## config.mk

```make
export PLATFORM = sky130hd
export DESIGN_NAME = phy_service_port
export DESIGN_NICKNAME = d
export VERILOG_FILES = /design/src/hdl/phy_port_pkg.sv /design/src/hdl/unit_buffer.sv /design/src/hdl/phy_service_port.sv
export SDC_FILE = /design/constraint.sdc
export NUM_CORES = 1
export LEC_CHECK = 0
export BUFFER_PORTS_ARGS = -buffer_cell sky130_fd_sc_hd__clkbuf_2
export CORE_MARGIN = 2
export CORE_UTILIZATION = 60
export DETAILED_ROUTE_END_ITERATION = 7
export HOLD_SLACK_MARGIN = 0.15
export PLACE_DENSITY = 0.87
export SLEW_MARGIN = 20
export SYNTH_ARGS = -nofsm -noshare
export SYNTH_HDL_FRONTEND = slang
export SYNTH_HIERARCHICAL = 1
export SYNTH_SLANG_ARGS = --single-unit
```

## constraint.sdc

```tcl
create_clock -name I_REF_CLK -period 5.2 [get_ports I_REF_CLK]
set_input_delay 1.04 -clock I_REF_CLK [delete_from_list [all_inputs] [get_ports I_REF_CLK]]
set_output_delay 1.04 -clock I_REF_CLK [all_outputs]
set_load 0.005 [all_outputs]
```

## src/hdl/phy_port_pkg.sv

```systemverilog
// constants, codes and carriers shared by the bit-granular service port
// assumes one clock domain; line timing is counted in clock cycles
package phy_port_pkg;

  localparam int CNT_W = 16;
  // cycles per bit period on the medium (two halves per symbol)
  localparam int BIT_CYCLES_DEF = 8;
  // preamble symbols sent ahead of the start delimiter
  localparam int PRE_BITS_DEF = 4;
  // bit periods of silence that close a period of activity
  localparam int QUIET_BITS_DEF = 2;
  localparam int BUF_DEPTH_DEF = 2;

  // half-symbol pairs: first half in bit 1
  localparam logic [1:0] SYM_ONE = 2'h2;
  localparam logic [1:0] SYM_ZERO = 2'h1;
  localparam logic [1:0] SYM_START = 2'h3;
  localparam logic [1:0] SYM_END = 2'h0;

  typedef enum logic [1:0] {
    ACTIVITY_START_CLASS = 2'h0,
    DATA_CLASS = 2'h1,
    ACTIVITY_END_CLASS = 2'h2
  } class_t;

  typedef enum logic [1:0] {
    STAT_OK = 2'h0,
    STAT_SEQ_ERR = 2'h1,
    STAT_UNDERRUN = 2'h2
  } status_t;

  typedef struct packed {
    logic valid;
    class_t cls;
    logic data;
  } primitive_t;

  typedef struct packed {
    logic valid;
    status_t status;
  } confirm_t;

  typedef struct packed {
    class_t cls;
    logic data;
  } unit_t;

  localparam int UNIT_W = $bits(unit_t);

endpackage

```

## src/hdl/unit_buffer.sv

```systemverilog
// small register-based fifo with valid/ready on both sides
// assumes a synchronous active-high reset on the same clock
`timescale 1ns/10ps
module unit_buffer #(
  parameter int WIDTH = 3,
  parameter int DEPTH = 2
) (
  // clock and reset
  input wire logic i_clk,
  input wire logic i_rst,
  // fill side
  input wire logic i_wr_valid,
  output logic o_wr_ready,
  input wire logic [WIDTH-1:0] i_wr_data,
  // drain side
  output logic o_rd_valid,
  input wire logic i_rd_ready,
  output logic [WIDTH-1:0] o_rd_data
);
  localparam int PW = (DEPTH > 1) ? $clog2(DEPTH) : 1;

  // pointers wrap by overflow, so only powers of two are served
  if (DEPTH < 2 || (DEPTH & (DEPTH - 1)) != 0 || WIDTH < 1) begin : g_bad_params
    $error("unit_buffer: DEPTH must be a power of two >= 2");
  end

  logic [WIDTH-1:0] mem_reg [DEPTH];
  logic [WIDTH-1:0] mem_next [DEPTH];
  logic [PW-1:0] wr_ptr_reg, wr_ptr_next, rd_ptr_reg, rd_ptr_next;
  logic [PW:0] count_reg, count_next;
  logic push, pop;

  assign o_wr_ready = (count_reg != (PW+1)'(DEPTH));
  assign o_rd_valid = (count_reg != '0);
  assign o_rd_data = mem_reg[rd_ptr_reg];
  assign push = i_wr_valid && o_wr_ready;
  assign pop = o_rd_valid && i_rd_ready;

  always_comb begin
    mem_next = mem_reg;
    wr_ptr_next = wr_ptr_reg;
    rd_ptr_next = rd_ptr_reg;
    count_next = count_reg;
    if (push) begin
      mem_next[wr_ptr_reg] = i_wr_data;
      wr_ptr_next = wr_ptr_reg + 1'b1;
    end
    if (pop) begin
      rd_ptr_next = rd_ptr_reg + 1'b1;
    end
    if (push && !pop) begin
      count_next = count_reg + 1'b1;
    end else if (pop && !push) begin
      count_next = count_reg - 1'b1;
    end
  end

  always_ff @(posedge i_clk) begin
    if (i_rst) begin
      wr_ptr_reg <= '0;
      rd_ptr_reg <= '0;
      count_reg <= '0;
      for (int i = 0; i < DEPTH; i++) begin
        mem_reg[i] <= '0;
      end
    end else begin
      mem_reg <= mem_next;
      wr_ptr_reg <= wr_ptr_next;
      rd_ptr_reg <= rd_ptr_next;
      count_reg <= count_next;
    end
  end

endmodule // unit_buffer

```

## src/hdl/phy_service_port.sv

```systemverilog
// bit-granular physical service port: request/confirm for sending,
// indications for receiving, symbol coder and decoder for the medium
// assumes the link layer logic shares I_REF_CLK and waits for confirms;
// the receive line comes from a pin and is synchronised here
`timescale 1ns/10ps
// Contract
// every service data unit is one bit
// start request sends preamble and start delimiter
// data request sends one bit, frame continuous
// end request sends end delimiter, then release line
// start indication when line activity begins
// data indication only inside correctly formed reception
// end indication after line stays quiet
// confirm carries success or local failure cause
// last confirm waits until end delimiter sent
// link layer frames start, data bits, end
// one confirm per request, means ready again
// link layer waits confirm before next request
// indications: start, data bits, then end
// two-bit class, one-cycle strobes, status on confirm
// data/end without start fails, sends nothing
module phy_service_port
  import phy_port_pkg::*;
#(
  parameter int BIT_CYCLES = phy_port_pkg::BIT_CYCLES_DEF,
  parameter int PRE_BITS = phy_port_pkg::PRE_BITS_DEF,
  parameter int QUIET_BITS = phy_port_pkg::QUIET_BITS_DEF,
  parameter int BUF_DEPTH = phy_port_pkg::BUF_DEPTH_DEF
) (
  // clock and reset
  input wire logic I_REF_CLK,
  input wire logic I_RST,
  // link layer requests and confirms
  input wire phy_port_pkg::primitive_t I_REQ,
  output phy_port_pkg::confirm_t O_CNF,
  // link layer indications
  output phy_port_pkg::primitive_t O_IND,
  // medium
  output logic O_TX_LINE,
  output logic O_TX_EN,
  input wire logic I_RX_LINE
);
  import phy_port_pkg::*;

  localparam int HALF = BIT_CYCLES / 2;
  localparam logic [CNT_W-1:0] BIT_LAST = CNT_W'(BIT_CYCLES - 1);
  localparam logic [CNT_W-1:0] HALF_C = CNT_W'(HALF);
  localparam logic [CNT_W-1:0] HALF_LAST = CNT_W'(HALF - 1);
  localparam logic [CNT_W-1:0] CENTER = CNT_W'(HALF / 2);
  localparam logic [CNT_W-1:0] PRE_LAST = CNT_W'(PRE_BITS - 1);
  localparam logic [CNT_W-1:0] QUIET_LAST = CNT_W'(QUIET_BITS * BIT_CYCLES - 1);

  if (BIT_CYCLES < 4 || (BIT_CYCLES % 2) != 0 || PRE_BITS < 1 || QUIET_BITS < 2 ||
      QUIET_BITS * BIT_CYCLES >= (1 << (CNT_W - 1))) begin : g_bad_params
    $error("phy_service_port: unsupported timing parameters");
  end

  // ---------------- request front end ----------------
  primitive_t pend_reg, pend_next;
  confirm_t cnf_reg, cnf_next;
  logic in_frame_reg, in_frame_next;
  logic fail_reg, fail_next;
  logic wait_end_reg, wait_end_next;
  logic buf_wr_valid, buf_wr_ready, buf_rd_valid, buf_rd_ready;
  unit_t buf_wr_data, buf_rd_data;
  logic end_done, underrun, tx_busy;

  assign O_CNF = cnf_reg;

  always_comb begin
    pend_next = pend_reg;
    cnf_next = '0;
    in_frame_next = in_frame_reg;
    fail_next = fail_reg;
    wait_end_next = wait_end_reg;
    buf_wr_valid = 1'b0;
    buf_wr_data = '{cls: pend_reg.cls, data: pend_reg.data};
    if (I_REQ.valid) begin
      pend_next = I_REQ;
    end
    if (wait_end_reg && end_done) begin
      cnf_next = '{valid: 1'b1, status: STAT_OK};
      wait_end_next = 1'b0;
    end else if (pend_reg.valid && !wait_end_reg) begin
      case (pend_reg.cls)
        ACTIVITY_START_CLASS: begin
          if (in_frame_reg) begin
            cnf_next = '{valid: 1'b1, status: STAT_SEQ_ERR};
            pend_next.valid = 1'b0;
          end else if (buf_wr_ready) begin
            buf_wr_valid = 1'b1;
            cnf_next = '{valid: 1'b1, status: STAT_OK};
            in_frame_next = 1'b1;
            fail_next = 1'b0;
            pend_next.valid = 1'b0;
          end
        end
        DATA_CLASS: begin
          if (!in_frame_reg) begin
            cnf_next = '{valid: 1'b1, status: STAT_SEQ_ERR};
            pend_next.valid = 1'b0;
          end else if (fail_reg) begin
            cnf_next = '{valid: 1'b1, status: STAT_UNDERRUN};
            pend_next.valid = 1'b0;
          end else if (buf_wr_ready) begin
            buf_wr_valid = 1'b1;
            cnf_next = '{valid: 1'b1, status: STAT_OK};
            pend_next.valid = 1'b0;
          end
        end
        ACTIVITY_END_CLASS: begin
          if (!in_frame_reg) begin
            cnf_next = '{valid: 1'b1, status: STAT_SEQ_ERR};
            pend_next.valid = 1'b0;
          end else if (fail_reg) begin
            // aborted frame: answer only once the line is released
            if (!tx_busy) begin
              cnf_next = '{valid: 1'b1, status: STAT_UNDERRUN};
              in_frame_next = 1'b0;
              pend_next.valid = 1'b0;
            end
          end else if (buf_wr_ready) begin
            buf_wr_valid = 1'b1;
            wait_end_next = 1'b1;
            in_frame_next = 1'b0;
            pend_next.valid = 1'b0;
          end
        end
        default: begin
          cnf_next = '{valid: 1'b1, status: STAT_SEQ_ERR};
          pend_next.valid = 1'b0;
        end
      endcase
    end
    // set wins over the clear by a new start
    if (underrun) begin
      fail_next = 1'b1;
    end
  end

  always_ff @(posedge I_REF_CLK) begin
    if (I_RST) begin
      pend_reg <= '0;
      cnf_reg <= '0;
      in_frame_reg <= 1'b0;
      fail_reg <= 1'b0;
      wait_end_reg <= 1'b0;
    end else begin
      pend_reg <= pend_next;
      cnf_reg <= cnf_next;
      in_frame_reg <= in_frame_next;
      fail_reg <= fail_next;
      wait_end_reg <= wait_end_next;
    end
  end

  // start and data confirms are given on entry, so the buffer hides the link layer's
  // turnaround and keeps the frame continuous
  unit_buffer #(
    .WIDTH(UNIT_W),
    .DEPTH(BUF_DEPTH)
  ) u_buffer (
    .i_clk(I_REF_CLK),
    .i_rst(I_RST),
    .i_wr_valid(buf_wr_valid),
    .o_wr_ready(buf_wr_ready),
    .i_wr_data(buf_wr_data),
    .o_rd_valid(buf_rd_valid),
    .i_rd_ready(buf_rd_ready),
    .o_rd_data(buf_rd_data)
  );

  // ---------------- transmit symbol engine ----------------
  typedef enum logic [3:0] {
    TX_IDLE = 4'h1,
    TX_PRE = 4'h2,
    TX_FRAME = 4'h4,
    TX_TAIL = 4'h8
  } tx_state_t;

  tx_state_t tx_state_reg, tx_state_next;
  logic [1:0] sym_reg, sym_next;
  logic [CNT_W-1:0] cyc_reg, cyc_next, pre_reg, pre_next;
  logic line_reg, line_next, en_reg, en_next;
  logic sym_end;

  assign sym_end = (cyc_reg == BIT_LAST);
  assign tx_busy = (tx_state_reg != TX_IDLE) || buf_rd_valid;
  assign O_TX_LINE = line_reg;
  assign O_TX_EN = en_reg;

  always_comb begin
    tx_state_next = tx_state_reg;
    sym_next = sym_reg;
    pre_next = pre_reg;
    cyc_next = sym_end ? '0 : cyc_reg + 1'b1;
    buf_rd_ready = 1'b0;
    end_done = 1'b0;
    underrun = 1'b0;
    case (tx_state_reg)
      TX_IDLE: begin
        cyc_next = '0;
        if (buf_rd_valid) begin
          // stray units outside a frame are dropped
          buf_rd_ready = 1'b1;
          if (buf_rd_data.cls == ACTIVITY_START_CLASS) begin
            tx_state_next = TX_PRE;
            sym_next = SYM_ONE;
            pre_next = PRE_LAST;
          end
        end
      end
      TX_PRE: begin
        if (sym_end) begin
          if (pre_reg == '0) begin
            tx_state_next = TX_FRAME;
            sym_next = SYM_START;
          end else begin
            pre_next = pre_reg - 1'b1;
          end
        end
      end
      TX_FRAME: begin
        if (sym_end) begin
          buf_rd_ready = 1'b1;
          if (!buf_rd_valid) begin
            // starved: close the frame rather than send a malformed one
            tx_state_next = TX_TAIL;
            sym_next = SYM_END;
            underrun = 1'b1;
          end else if (buf_rd_data.cls == DATA_CLASS) begin
            sym_next = buf_rd_data.data ? SYM_ONE : SYM_ZERO;
          end else begin
            tx_state_next = TX_TAIL;
            sym_next = SYM_END;
          end
        end
      end
      TX_TAIL: begin
        if (sym_end) begin
          tx_state_next = TX_IDLE;
          end_done = 1'b1;
        end
      end
      default: begin
        tx_state_next = TX_IDLE;
      end
    endcase
    en_next = (tx_state_next != TX_IDLE);
    line_next = en_next && ((cyc_next < HALF_C) ? sym_next[1] : sym_next[0]);
  end

  always_ff @(posedge I_REF_CLK) begin
    if (I_RST) begin
      tx_state_reg <= TX_IDLE;
      sym_reg <= SYM_END;
      cyc_reg <= '0;
      pre_reg <= '0;
      line_reg <= 1'b0;
      en_reg <= 1'b0;
    end else begin
      tx_state_reg <= tx_state_next;
      sym_reg <= sym_next;
      cyc_reg <= cyc_next;
      pre_reg <= pre_next;
      line_reg <= line_next;
      en_reg <= en_next;
    end
  end

  // ---------------- receive decoder ----------------
  typedef enum logic [3:0] {
    RX_IDLE = 4'h1,
    RX_HUNT = 4'h2,
    RX_DATA = 4'h4,
    RX_QUIET = 4'h8
  } rx_state_t;

  logic [2:0] sync_reg, sync_next;
  logic rx_reg, rx_next;
  rx_state_t rx_state_reg, rx_state_next;
  logic [CNT_W-1:0] rcnt_reg, rcnt_next;
  logic sel_reg, sel_next, first_reg, first_next;
  primitive_t ind_reg, ind_next;

  assign O_IND = ind_reg;

  // no phase tracking: both ends are assumed to run from matched clocks
  always_comb begin
    sync_next = {sync_reg[1:0], I_RX_LINE};
    rx_next = (sync_reg[1] == sync_reg[2]) ? sync_reg[2] : rx_reg;
    rx_state_next = rx_state_reg;
    rcnt_next = rcnt_reg;
    sel_next = sel_reg;
    first_next = first_reg;
    ind_next = '0;
    case (rx_state_reg)
      RX_IDLE: begin
        if (rx_reg) begin
          ind_next = '{valid: 1'b1, cls: ACTIVITY_START_CLASS, data: 1'b0};
          rx_state_next = RX_HUNT;
          rcnt_next = CENTER;
          sel_next = 1'b0;
        end
      end
      RX_HUNT, RX_DATA: begin
        if (rcnt_reg != '0) begin
          rcnt_next = rcnt_reg - 1'b1;
        end else begin
          rcnt_next = HALF_LAST;
          sel_next = !sel_reg;
          if (!sel_reg) begin
            first_next = rx_reg;
          end else if (rx_state_reg == RX_HUNT) begin
            if ({first_reg, rx_reg} == SYM_START) begin
              rx_state_next = RX_DATA;
            end else if ({first_reg, rx_reg} != SYM_ONE) begin
              rx_state_next = RX_QUIET;
              rcnt_next = '0;
            end
          end else if ({first_reg, rx_reg} == SYM_ONE || {first_reg, rx_reg} == SYM_ZERO) begin
            ind_next = '{valid: 1'b1, cls: DATA_CLASS, data: first_reg};
          end else begin
            // end delimiter or violation: no more data till next activity
            rx_state_next = RX_QUIET;
            rcnt_next = '0;
          end
        end
      end
      RX_QUIET: begin
        if (rx_reg) begin
          rcnt_next = '0;
        end else if (rcnt_reg == QUIET_LAST) begin
          ind_next = '{valid: 1'b1, cls: ACTIVITY_END_CLASS, data: 1'b0};
          rx_state_next = RX_IDLE;
        end else begin
          rcnt_next = rcnt_reg + 1'b1;
        end
      end
      default: begin
        rx_state_next = RX_IDLE;
      end
    endcase
  end

  always_ff @(posedge I_REF_CLK) begin
    if (I_RST) begin
      sync_reg <= '0;
      rx_reg <= 1'b0;
      rx_state_reg <= RX_IDLE;
      rcnt_reg <= '0;
      sel_reg <= 1'b0;
      first_reg <= 1'b0;
      ind_reg <= '0;
    end else begin
      sync_reg <= sync_next;
      rx_reg <= rx_next;
      rx_state_reg <= rx_state_next;
      rcnt_reg <= rcnt_next;
      sel_reg <= sel_next;
      first_reg <= first_next;
      ind_reg <= ind_next;
    end
  end

endmodule // phy_service_port

```

After elaboration in Yosys (flattened, before gate mapping)

Index checks and enable logic that the tools add are counted.

Bits in registers: 90
Input port bits: 7
Output and inout bits: 9
Logic and storage cells: 233

Add/sub/neg operators: 8
Magnitude comparators: 4
Equal/unequal tests: 35
Mux-type cells: 112
Bitwise operators: 7
Reductions and logical operators: 39

Operators by type and width:

| kind                                                 | number |
|---|---|
| two-way mux 16 bit                                   | 12 |
| two-way mux 4 bit                                    | 25 |
| case mux 16 bit (3 select lines)                     | 1 |
| two-way mux 3 bit                                    | 13 |
| two-way mux 1 bit                                    | 35 |
| adder 16 x 1 -> 16 bit (second input constant)       | 2 |
| case mux 16 bit (2 select lines)                     | 1 |
| subtractor 16 x 1 -> 16 bit (second input constant)  | 2 |
| two-way mux 2 bit                                    | 13 |
| inequality test 2 bit (second input constant)        | 12 |
| case mux 4 bit (3 select lines)                      | 2 |
| == test 16 x 3 -> 1 bit (second input constant)      | 1 |
| == test 16 x 4 -> 1 bit (second input constant)      | 1 |
| logical NOT 16 bit                                   | 1 |
| < comparator 16 x 3 -> 1 bit (second input constant) | 1 |
| case mux 4 bit (4 select lines)                      | 1 |
| nonzero test 16 bit                                  | 1 |
| nonzero test 2 bit                                   | 8 |
| AND reduction 5 bit                                  | 3 |
| AND reduction 3 bit                                  | 4 |
| case mux 3 bit (3 select lines)                      | 1 |
| == test 4 x 1 -> 1 bit (second input constant)       | 2 |
| == test 4 x 2 -> 1 bit (second input constant)       | 2 |
| == test 4 x 3 -> 1 bit (second input constant)       | 2 |
| 28 further kinds                                     | 59 |

Depth between registers and ports, before layout

Gate-level depths: netlist (run 1).

Depth after elaboration: 12
Depth in mapped cells: 11
Depth with buffers taken out: 11

By module

Netlist (run 1), hierarchy kept.

By module, submodules not included:

| module           | instances | cells an instance | area each (um2) | seq. area each (um2) |
|---|---|---|---|---|
| phy_service_port | 1         | 562               | 4494.3          | 1601.5 |
| unit_buffer      | 1         | 52                | 480.5           | 200.2 |

Least setup slack after synthesis (run 1)

Ideal clock, no wire load.

Path kind: register to register
Start: register u_buffer.rd_ptr_reg
End: register pre_reg[10]
Setup time: 0.118 ns
Arrival: 2.433 ns
Data required time: 5.082 ns
Slack: 2.649 ns
Stages on the path, launching flop included: 9
Buffers on the path: 0
Period minus slack after synthesis: 2.551 ns
Cell sequence: dfxtp_1 -> mux2_2 -> or3b_2 -> nor2_4 -> a31oi_4 -> or3b_4 -> or4_1 -> xor2_1 -> nor2_1

RTL lines:

| what                   | RTL line                | RTL |
|---|---|---|
| from (decl)            | unit_buffer.sv:29       | `logic [PW-1:0] wr_ptr_reg, wr_ptr_next, rd_ptr_reg, rd_ptr_next;` |
| from (signal assigned) | unit_buffer.sv:69       | `rd_ptr_reg <= rd_ptr_next;` |
| to (signal assigned)   | phy_service_port.sv:265 | `pre_reg <= pre_next;` |
| to (decl)              | phy_service_port.sv:183 | `logic [CNT_W-1:0] cyc_reg, cyc_next, pre_reg, pre_next;` |

Worst setup path in the final report (run 1)

Start: register rx_state_reg[2]
End: register rcnt_reg[3]

Longest elaborated chain between the ends: 4
Elaborated cells on any way between the ends: 10
Classes of those cells: 6 x eq/ne; 1 x mux; 3 x reduce/logical

RTL lines:

| what                                                             | RTL line                                         | RTL |
|---|---|---|
| from (decl)                                                      | phy_service_port.sv:281                          | `rx_state_t rx_state_reg, rx_state_next;` |
| from (signal assigned)                                           | phy_service_port.sv:358                          | `rx_state_reg <= rx_state_next;` |
| == test 4 x 2 -> 1 bit or == test 4 x 3 -> 1 bit (tied branches) | phy_service_port.sv:297, phy_service_port.sv:314 |  |
| OR reduction 2 bit                                               | phy_service_port.sv:297                          | `case (rx_state_reg)` |
| nonzero test 3 bit (no line)                                     | --                                               |  |
| AND reduction 3 bit (no line)                                    | --                                               |  |
| to (signal assigned)                                             | phy_service_port.sv:359                          | `rcnt_reg <= rcnt_next;` |
| to (decl)                                                        | phy_service_port.sv:282                          | `logic [CNT_W-1:0] rcnt_reg, rcnt_next;` |

Several ways; a longest one is shown, not always the timed one.
A chain may end at the register's enable or synchronous reset.

==> metrics.md, run 1 <==
| Metric | Value |
|---|---|
| Post-synth EDFFs | 0 |
| Crit path DAT | ~3200 ps |
| Initial DRC Count | approximately 260 |
| Number of port buffers | 15 |
| Max Fclk | roughly 0.34 GHz |
| Peak VDD IR | between 0.00015 and 0.0002 V |
| Synth Instances | between 600 and 700 |
| Drt wl/cell | ~15 um |
| Gpl congestion | around 0.89 |
| Endpoint type of the worst setup path | register |
| Hold crit path type | register to register |
| Distinct cells, synth | 71 |
| Synth Area in Compound Gates | between 10% and 20% |
| Core region area | around 0.008 mm^2 |
| Starting density of the core | about three fifths |
| Die area | roughly 0.009 mm^2 |
| CP cell instances | nor4b_2 -> nand2_1 -> or3_1 -> o21ai_1 -> a21oi_1 -> a22oi_1 -> a21oi_1 |
| Clock Tree Root | clkbuf_8 |
| Fin crit period | slightly below 3000 ps |
| Post-synth net total | 634 |
| Final worst-path cycle share | about 56% |
| Fin cells | between 700 and 800 |
| Most used cell, CP | a21oi_1 |
| Post-synthesis mux area share | about 2.5% |
| Endpoints failing setup | 0 |
| Simple-gate share of the synthesized area | 30.84% |
| Worst rel slew slack | 40.49% |
| Post-Synth Adder-Cell Area | under 10% |
| Die Wd | about 95 um |
| Initial antenna violation count | 0 |
| Sequential share of the synthesized area | a little over a third |
| Flops & latches, synth | 90 |
| Post-cts sizing count | 0 |
| DR vias | approximately 4500 |
| Worst EP required | ~5400 ps |
| Layout cell share with drive strength beyond 1 | ~9.3% |
| Row cnt | 33 |
| Post-Place Worst Slack | approximately 2400 ps |
| Die H | roughly 95 um |
| Post-Syn Area per Cell | roughly 8 um^2 |
| Leak | about 1.8 nW |
| RSZ-0062 raised after global routing | no |
| Power Dens Cells | between 300 and 400 mW/mm^2 |
| Cell area after synthesis | ~0.0050 mm^2 |
| Commonest non-fill, non-tap cell in the layout | dfxtp_1 |
| DPL Wire Length | roughly 7400 um |
| Skew final | 22.64 ps |
| Final Cell Area | between 0.005 and 0.006 mm^2 |
| Max incr delay on CP | approximately 530 ps |
| Largest net degree at the start of global routing | 47 |
| Placed Area | around 0.0051 mm^2 |
| First-pass GRT wire length | about 19000 um |
| Area Overhead vs Synth | 6.061% |
| Final Hold Viols | 0 |
| I/O Pins | 16 |
| Hold-fix buffers, CTS | 0 |
| Synth Area in XOR/XNOR | a little under 7% |
| Number of global-route vias before repair | 4281 |
| Top FF cell, synth | dfxtp_1 |
| DR pass1 iterations | 6 |
| Max clock buf depth | 2 |
| Async S/R FF share, synth | 0% |
| Vias per cell | 6.279 |
| Reg2reg setup slack | between 2000 and 2500 ps |
| Main combinational cell family by area after synthesis | simple AND/OR/NAND/NOR gates |
| Slowest library cell on the worst path | or3_1 |
| CTS Sinks | 90 |
| H-tree levels | 3 |
| Total grt overflow | 0 |
| Global Route Usage Sum | between 20 and 30% |
| Max_cap viols | 0 |
| Setup tns final | 0 ps |
| Most frequent cells in the layout | dfxtp_1, nor2_1, nand2_1 |
| Num CTS Buffers | 9 |
| Post-DRT Antenna Nets | 0 |
| Ys Warns | 6 |
| Worst slew pin tran | between 800 and 900 ps |
| Post-route setup slack | roughly 2300 ps |
| Status | finished, final reports clean |
| Max-slew violation count | 0 |
| CP Class | register to register |
| Worst Setup Start Kind | register |
| Placed cells | approximately 700 |
| Diodes inserted | 0 |
| Worst-skew pair later-pin latency | roughly 370 ps |
| Critical path's top delay family | simple AND/OR/NAND/NOR gates |
| Number of remaining DRC errors | 0 |
| Nets@finish | 630 |
| Setup Buffers After CTS | 0 |
| Max FO, Critical Path | 19 |
| Buf/Inv on CP | 0 |
| Drt total wl | about 11000 um |
| Worst-path clk slew | 90 ps |
| CTS tree | yes |
[worst paths after layout]
check	to	cells past startpoint	from
max reg2reg	rcnt_reg[3]	7	rx_state_reg[2]
min reg2reg	sync_reg[1]	1	sync_reg[0]
min	sync_reg[1]	1	sync_reg[0]
max	rcnt_reg[3]	7	rx_state_reg[2]
[cell type report]
type                       instances  area, um^2
clock buffer                       9       123.9
clock inverter                     7       98.84
fill                             673        2858
inverter                          16       60.06
multi-input combinational        477        2978
sequential                        90        1802
tap                              105       131.4
timing repair buffer              16       82.58
[stage by stage]
step / util (%) / hold slack [ps] / power (W)
finish: 64.87 / 454.7 / 0.002010
global route: 64.87 / 476.5 / 0.002132
CTS: 64.87 / 457.2 / 0.002020
detailed placement: 62.13 / 435.7 / 0.001477
global placement: 62.13 / 419.1 / 0.001451
floorplan: - / 413.8 / 0.001355
[where the power goes]
part / internal [W] / total (W) / switching, W
Sequential: 0.000775 / 0.000856 / 0.0000813
Clock: 0.000275 / 0.000538 / 0.000263
Combinational: 0.000252 / 0.000617 / 0.000364
Total: 0.00130 / 0.00201 / 0.000709
[synth_stat cells, types with 3 or more instances]
cell type,count,area [um^2]
dfxtp_1,90,1802
xnor2_1,19,166.4
clkbuf_1,25,93.84
o21a_1,3,22.52
nand3_1,25,125.1
inv_1,15,56.30
ha_1,13,162.7
nor3_1,30,150.1
nor4_1,10,62.56
nand2_1,45,168.9
nand4_1,9,56.30
o21ai_0,24,120.1
nand2b_1,20,125.1
mux2_2,5,56.30
a311oi_1,4,35.03
mux2i_1,7,70.07
buf_2,3,15.01
a21oi_1,37,185.2
nand3b_1,4,30.03
o22ai_1,7,43.79
a211oi_1,10,75.07
nor2_1,84,315.3
nor4b_1,5,43.79
and3_1,4,25.02
xor2_1,20,175.2
and4_1,3,26.28
o21ai_1,6,30.03
nor2b_1,8,50.05
or3_1,12,75.07
a221oi_1,7,61.31
and2_1,3,18.77
or2_2,3,18.77
o31ai_1,3,22.52
[layer usage]
| metal | routed length (um) | share of wire, % | up-vias | global-route usage, % |
|---|---|---|---|---|
| met4 | 265 | 2.4 | 0 | 12.80 |
| met5 | 0 | 0 | - | 0 |
| li1 | - | - | 2187 | - |
| met3 | 580 | 5.3 | 28 | 4.269 |
| met1 | 4740 | 43 | 2127 | 30.84 |
| met2 | 5381 | 49 | 179 | 42.91 |
[cells by family after synthesis]
kind of cell	count (synthesis)
AOI/OAI and AO/OA	126
xor gates and xnor gates	39
adders and majority gates	13
buffers and inverters	47
DFF	90
muxes	12
and+or+nand+nor	287
Note: power is estimated with default switching activity, not from simulation.
==> run 2: changes to the inputs <==
Clock period 5.2 ns to 3.05 ns, I/O delays scaled along.
==> run 2 against run 1 <==
  * Utilization fell by 0.092 points
  * Total power up 61%
  * Sequential power rose by 71%
  * Critical path type unchanged
  * Highest routed layer unchanged
==> metrics.md, run 2 (synthesis results as in run 1) <==
| Metric | Value |
|---|---|
| Worst rel slew slack | between 30 and 40% |
| Row cnt | 33 |
| DPL Wire Length | ~7400 um |
| Worst-path clk slew | around 90 ps |
| Clock Tree Root | clkbuf_8 |
| Most frequent cells in the layout | dfxtp_1, nor2_1, nand2_1 |
| Global Route Usage Sum | 24.55% |
| Worst EP required | roughly 3300 ps |
| Number of global-route vias before repair | 4188 |
| Status | finished, final reports clean |
| Initial antenna violation count | 0 |
| Crit path DAT | 3000 ps |
| Fin crit period | about 2800 ps |
| Power Dens Cells | 615.5 mW/mm^2 |
| Core region area | between 0.008 and 0.009 mm^2 |
| Hold-fix buffers, CTS | 0 |
| Initial DRC Count | approximately 230 |
| Drt total wl | approximately 10000 um |
| Post-cts sizing count | 0 |
| RSZ-0062 raised after global routing | no |
| Gpl congestion | between 0.9 and 1 |
| Die Wd | about 95 um |
| Setup Buffers After CTS | 0 |
| Worst slew pin tran | 978.1 ps |
| Endpoint type of the worst setup path | register |
| Number of port buffers | 15 |
| First-pass GRT wire length | between 15000 and 20000 um |
| Max-slew violation count | 0 |
| I/O Pins | 16 |
| Layout cell share with drive strength beyond 1 | 9.984% |
| Setup tns final | 0 ps |
| Largest net degree at the start of global routing | 32 |
| Final Cell Area | between 0.005 and 0.006 mm^2 |
| Worst-skew pair later-pin latency | between 300 and 400 ps |
| Starting density of the core | 61.16% |
| Post-DRT Antenna Nets | 0 |
| Die area | approximately 0.0090 mm^2 |
| Skew final | 15.08 ps |
| CTS Sinks | 90 |
| Hold crit path type | register to register |
| Max_cap viols | 0 |
| DR vias | about 4500 |
| Leak | between 1.5 and 2 nW |
| Post-Place Worst Slack | about 330 ps |
| Commonest non-fill, non-tap cell in the layout | dfxtp_1 |
| Vias per cell | ~6.2 |
| Total grt overflow | 0 |
| Peak VDD IR | 0.0002836 V |
| Final Hold Viols | 0 |
| Drt wl/cell | around 14 um |
| Num CTS Buffers | 9 |
| Endpoints failing setup | 0 |
| Max FO, Critical Path | 6 |
| H-tree levels | 3 |
| Tot Pwr | about 0.0032 W |
| Diodes inserted | 0 |
| CP Class | register to register |
| Post-route setup slack | ~290 ps |
| Max Fclk | 0.3623 GHz |
| Final hold slack | approximately 440 ps |
| Die H | 95.06 um |
| Max clock buf depth | 2 |
| Nets@finish | between 600 and 700 |
| Worst Setup Start Kind | register |
| CTS tree | yes |
| Final worst-path cycle share | 90.50% |
| Placed Area | approximately 0.0051 mm^2 |
| DR pass1 iterations | 7 |
| Area Overhead vs Synth | 5.910% |
| Number of remaining DRC errors | 0 |
## run 2: cell count changes in the layout (fill, tap and decap cells not counted)
| cell | change |
|---|---|
| bufinv_16 | -2 |
| buf_4 | +6 |
| clkinvlp_4 | +1 |
| clkbuf_1 | +1 |
| clkinv_2 | +1 |
| clkinv_4 | +1 |
| inv_6 | -2 |
## run 2: path summary, 6_finish.rpt
kind,startpoint,endpoint,slack (ps),depth (start not counted)
max,u_buffer/rd_ptr_reg,pre_reg[10],290,8
min,sync_reg[0],sync_reg[1],440,1
max reg2reg,u_buffer/rd_ptr_reg,pre_reg[10],290,8
min reg2reg,sync_reg[0],sync_reg[1],440,1
## run 2: layout make-up
class,count,area [um^2]
Timing Repair Buffer,22,127.6
Clock inverter,6,42.54
Clock buffer,10,127.6
Multi-Input combinational cell,477,2978
Inverter,16,60.06
Tap cell,105,131.4
Sequential cell,90,1802
Fill cell,680,2865
## run 2: report_power, final
| part | internal (W) | switching (W) | leakage [nW] |
|---|---|---|---|
| Combinational | 0.000440 | 0.000622 | 1.02 |
| Sequential | 0.00132 | 0.000139 | 0.729 |
| Clock | 0.000298 | 0.000424 | 0.0827 |
| Total | 0.00206 | 0.00118 | 1.84 |
## run 2: metrics by stage
stage	cells	utilization [%]
floorplan	614	-
global placement	710	62.68
detailed placement	710	62.68
CTS	726	64.77
global route	726	64.77
finish	726	64.77
## run 2: per-layer routing
metal | GRT usage (%) | part of all wire, % | vias to the layer above
li1 | - | - | 2204
met1 | 28.95 | 42 | 2109
met2 | 43.38 | 50 | 144
met3 | 4.664 | 5.3 | 21
met4 | 10.75 | 1.9 | 0
met5 | 0 | 0 | -
## run 2: critical path, stage by stage (launching register included)
cell	delay [ps]
dfxtp_1	430
mux2_2	380
or3b_2	530
nor2_4	140
a31oi_4	70
or3b_4	450
or4_1	430
xor2_1	160
nor2_1	50
==> run 3: changes to the inputs <==
Settings changed: CTS_BUF_LIST set to sky130_fd_sc_hd__clkbuf_4 sky130_fd_sc_hd__clkbuf_8, REMOVE_ABC_BUFFERS set to 1.
==> run 3 against run 2 <==
  * Cell area is 0.97% higher
  * Sequential cell count stayed put
  * Non-clock buffer count rose by 1
  * Sequential power barely moved
  * Global-route usage rose by 0.83 points
  * Clock power grew 25%
  * Utilization grew 0.63 points
  * Register-to-register slack better by 40 ps
  * Sequential share of layout area is 0.33 points lower
  * Critical path depth did not move
  * Combinational power about the same
==> metrics.md, run 3 (synthesis results as in run 1) <==
| Metric | Value |
|---|---|
| Starting density of the core | roughly three fifths |
| RSZ-0062 raised after global routing | no |
| Endpoints failing setup | 0 |
| Fill cells | 662 |
| CTS tree | yes |
| Peak VDD IR | roughly 0.00036 V |
| H-tree levels | 3 |
| Total grt overflow | 0 |
| Num CTS Buffers | 9 |
| Number of remaining DRC errors | 0 |
| Initial antenna violation count | 0 |
| Max FO, Critical Path | 6 |
| Post-DRT Antenna Nets | 0 |
| Final Util | between 60% and 70% |
| Diodes inserted | 0 |
| Power Dens Cells | between 600 and 700 mW/mm^2 |
| CP Class | register to register |
| Max_cap viols | 0 |
| Area Overhead vs Synth | 6.942% |
| Die area | roughly 0.0090 mm^2 |
| Hold crit path type | primary input to register |
| Hold-fix buffers, CTS | 0 |
| Worst slew pin tran | about 1000 ps |
| Commonest non-fill, non-tap cell in the layout | dfxtp_1 |
| Worst Setup Start Kind | register |
| Most frequent cells in the layout | dfxtp_1, nor2_1, nand2_1 |
| Layout cell share with drive strength beyond 1 | around 10% |
| Met3 usage | under 10% |
| Gpl congestion | about 0.92 |
| CP cell instances | mux2_2 -> or3b_2 -> nor2_4 -> a31oi_4 -> or3b_4 -> or4_1 -> xor2_1 -> nor2_1 |
| CTS Sinks | 90 |
| Status | finished, final reports clean |
| Setup Buffers After CTS | 0 |
| Slowest library cell on the worst path | or3b_2 |
| First-pass GRT wire length | about 19000 um |
| Skew final | around 6.8 ps |
| Setup tns final | 0 ps |
| Drt total wl | 10950 um |
| Number of port buffers | 15 |
| Max Fclk | ~0.37 GHz |
| Crit path DAT | around 3000 ps |
| Final Hold Viols | 0 |
| Drt wl/cell | about 15 um |
| Initial DRC Count | 384 |
| DR vias | 4489 |
| Global Route Usage Sum | 25.38% |
| Core region area | approximately 0.0081 mm^2 |
| Fin crit period | around 2700 ps |
| Largest net degree at the start of global routing | 27 |
| Clock Tree Root | clkbuf_8 |
| Vias per cell | a little over 6 |
| Nets@finish | roughly 640 |
| Max incr delay on CP | ~520 ps |
| DPL Wire Length | between 7000 and 8000 um |
| Max-slew violation count | 0 |
| Die Wd | approximately 95 um |
| Row cnt | 33 |
| Worst-skew pair later-pin latency | about 360 ps |
| Max clock buf depth | 2 |
| Met2 usage | between 40% and 50% |
| Tot Pwr | around 0.0034 W |
| GR Layer Usage met1 | between 30% and 40% |
| Number of global-route vias before repair | between 4000 and 5000 |
| Endpoint type of the worst setup path | register |
| Worst-path clk slew | about 90 ps |
| Post-cts sizing count | 0 |
| Die H | 95.06 um |
| Worst EP required | between 3000 and 4000 ps |
| DR pass1 iterations | 5 |
| Leak | roughly 1.9 nW |
| Final worst-path cycle share | between 80 and 90% |
| Worst rel slew slack | about a third |
| I/O Pins | 16 |
| Grt peak-use layer | met2 |
[run 3: cell types whose count changed in the layout (fill, tap and decap cells not counted)]
cell	previous run	this run
clkinvlp_4	2	1
bufinv_16	0	2
clkbuf_1	1	0
clkinv_4	1	0
clkinv_2	2	1
buf_4	7	8
inv_6	1	2
[run 3: power breakdown]
part           internal [W]  switching [W]
sequential          0.00132       0.000140
clock              0.000462       0.000441
combinational      0.000461       0.000617
total               0.00224        0.00120
[run 3: worst max-delay path, delay by kind of cell (launching register included)]
kind | cells | cell delay (ps)
AOI/OAI and AO/OA | 1 | 60
muxes | 1 | 370
DFF | 1 | 430
and+or+nand+nor | 5 | 1580
xor gates and xnor gates | 1 | 160
[run 3: layout make-up]
type	count	area (um^2)	share of cell area, %
clock buffer	9	123.9	2.328
inverter	16	60.06	1.129
multi-input combinational	477	2978	55.97
clock inverter	6	90.09	1.693
tap	105	131.4	2.469
sequential	90	1802	33.87
timing repair buffer	23	135.1	2.540
[run 3: through the flow]
step / worst slack, ps / area, um^2 / instances / hold WS (ps)
after global routing: 253.2 / 5320 / 726 / 475.2
after CTS: 344.2 / 5320 / 726 / 449.6
final: 326.0 / 5320 / 726 / 451.1
after floorplan: 486.3 / 4840 / 583 / 413.8
after detailed placement: 359.6 / 5106 / 711 / 442.1
after global placement: 420.8 / 5106 / 711 / 429.6
[run 3: per-layer routing]
metal  wire, um  share of wire, %
met1       4689                43
met2       5358                49
met3        705               6.4
met4        197               1.8
met5          0                 0
[run 3: final timing paths]
kind,depth (start not counted),from,slack (ps),to
worst max-delay path,8,u_buffer/rd_ptr_reg,330,pre_reg[10]
worst min-delay path,2,I_RX_LINE,450,sync_reg[0]
worst max register to register,8,u_buffer/rd_ptr_reg,330,pre_reg[10]
worst min register to register,2,sync_reg[2],460,rx_reg
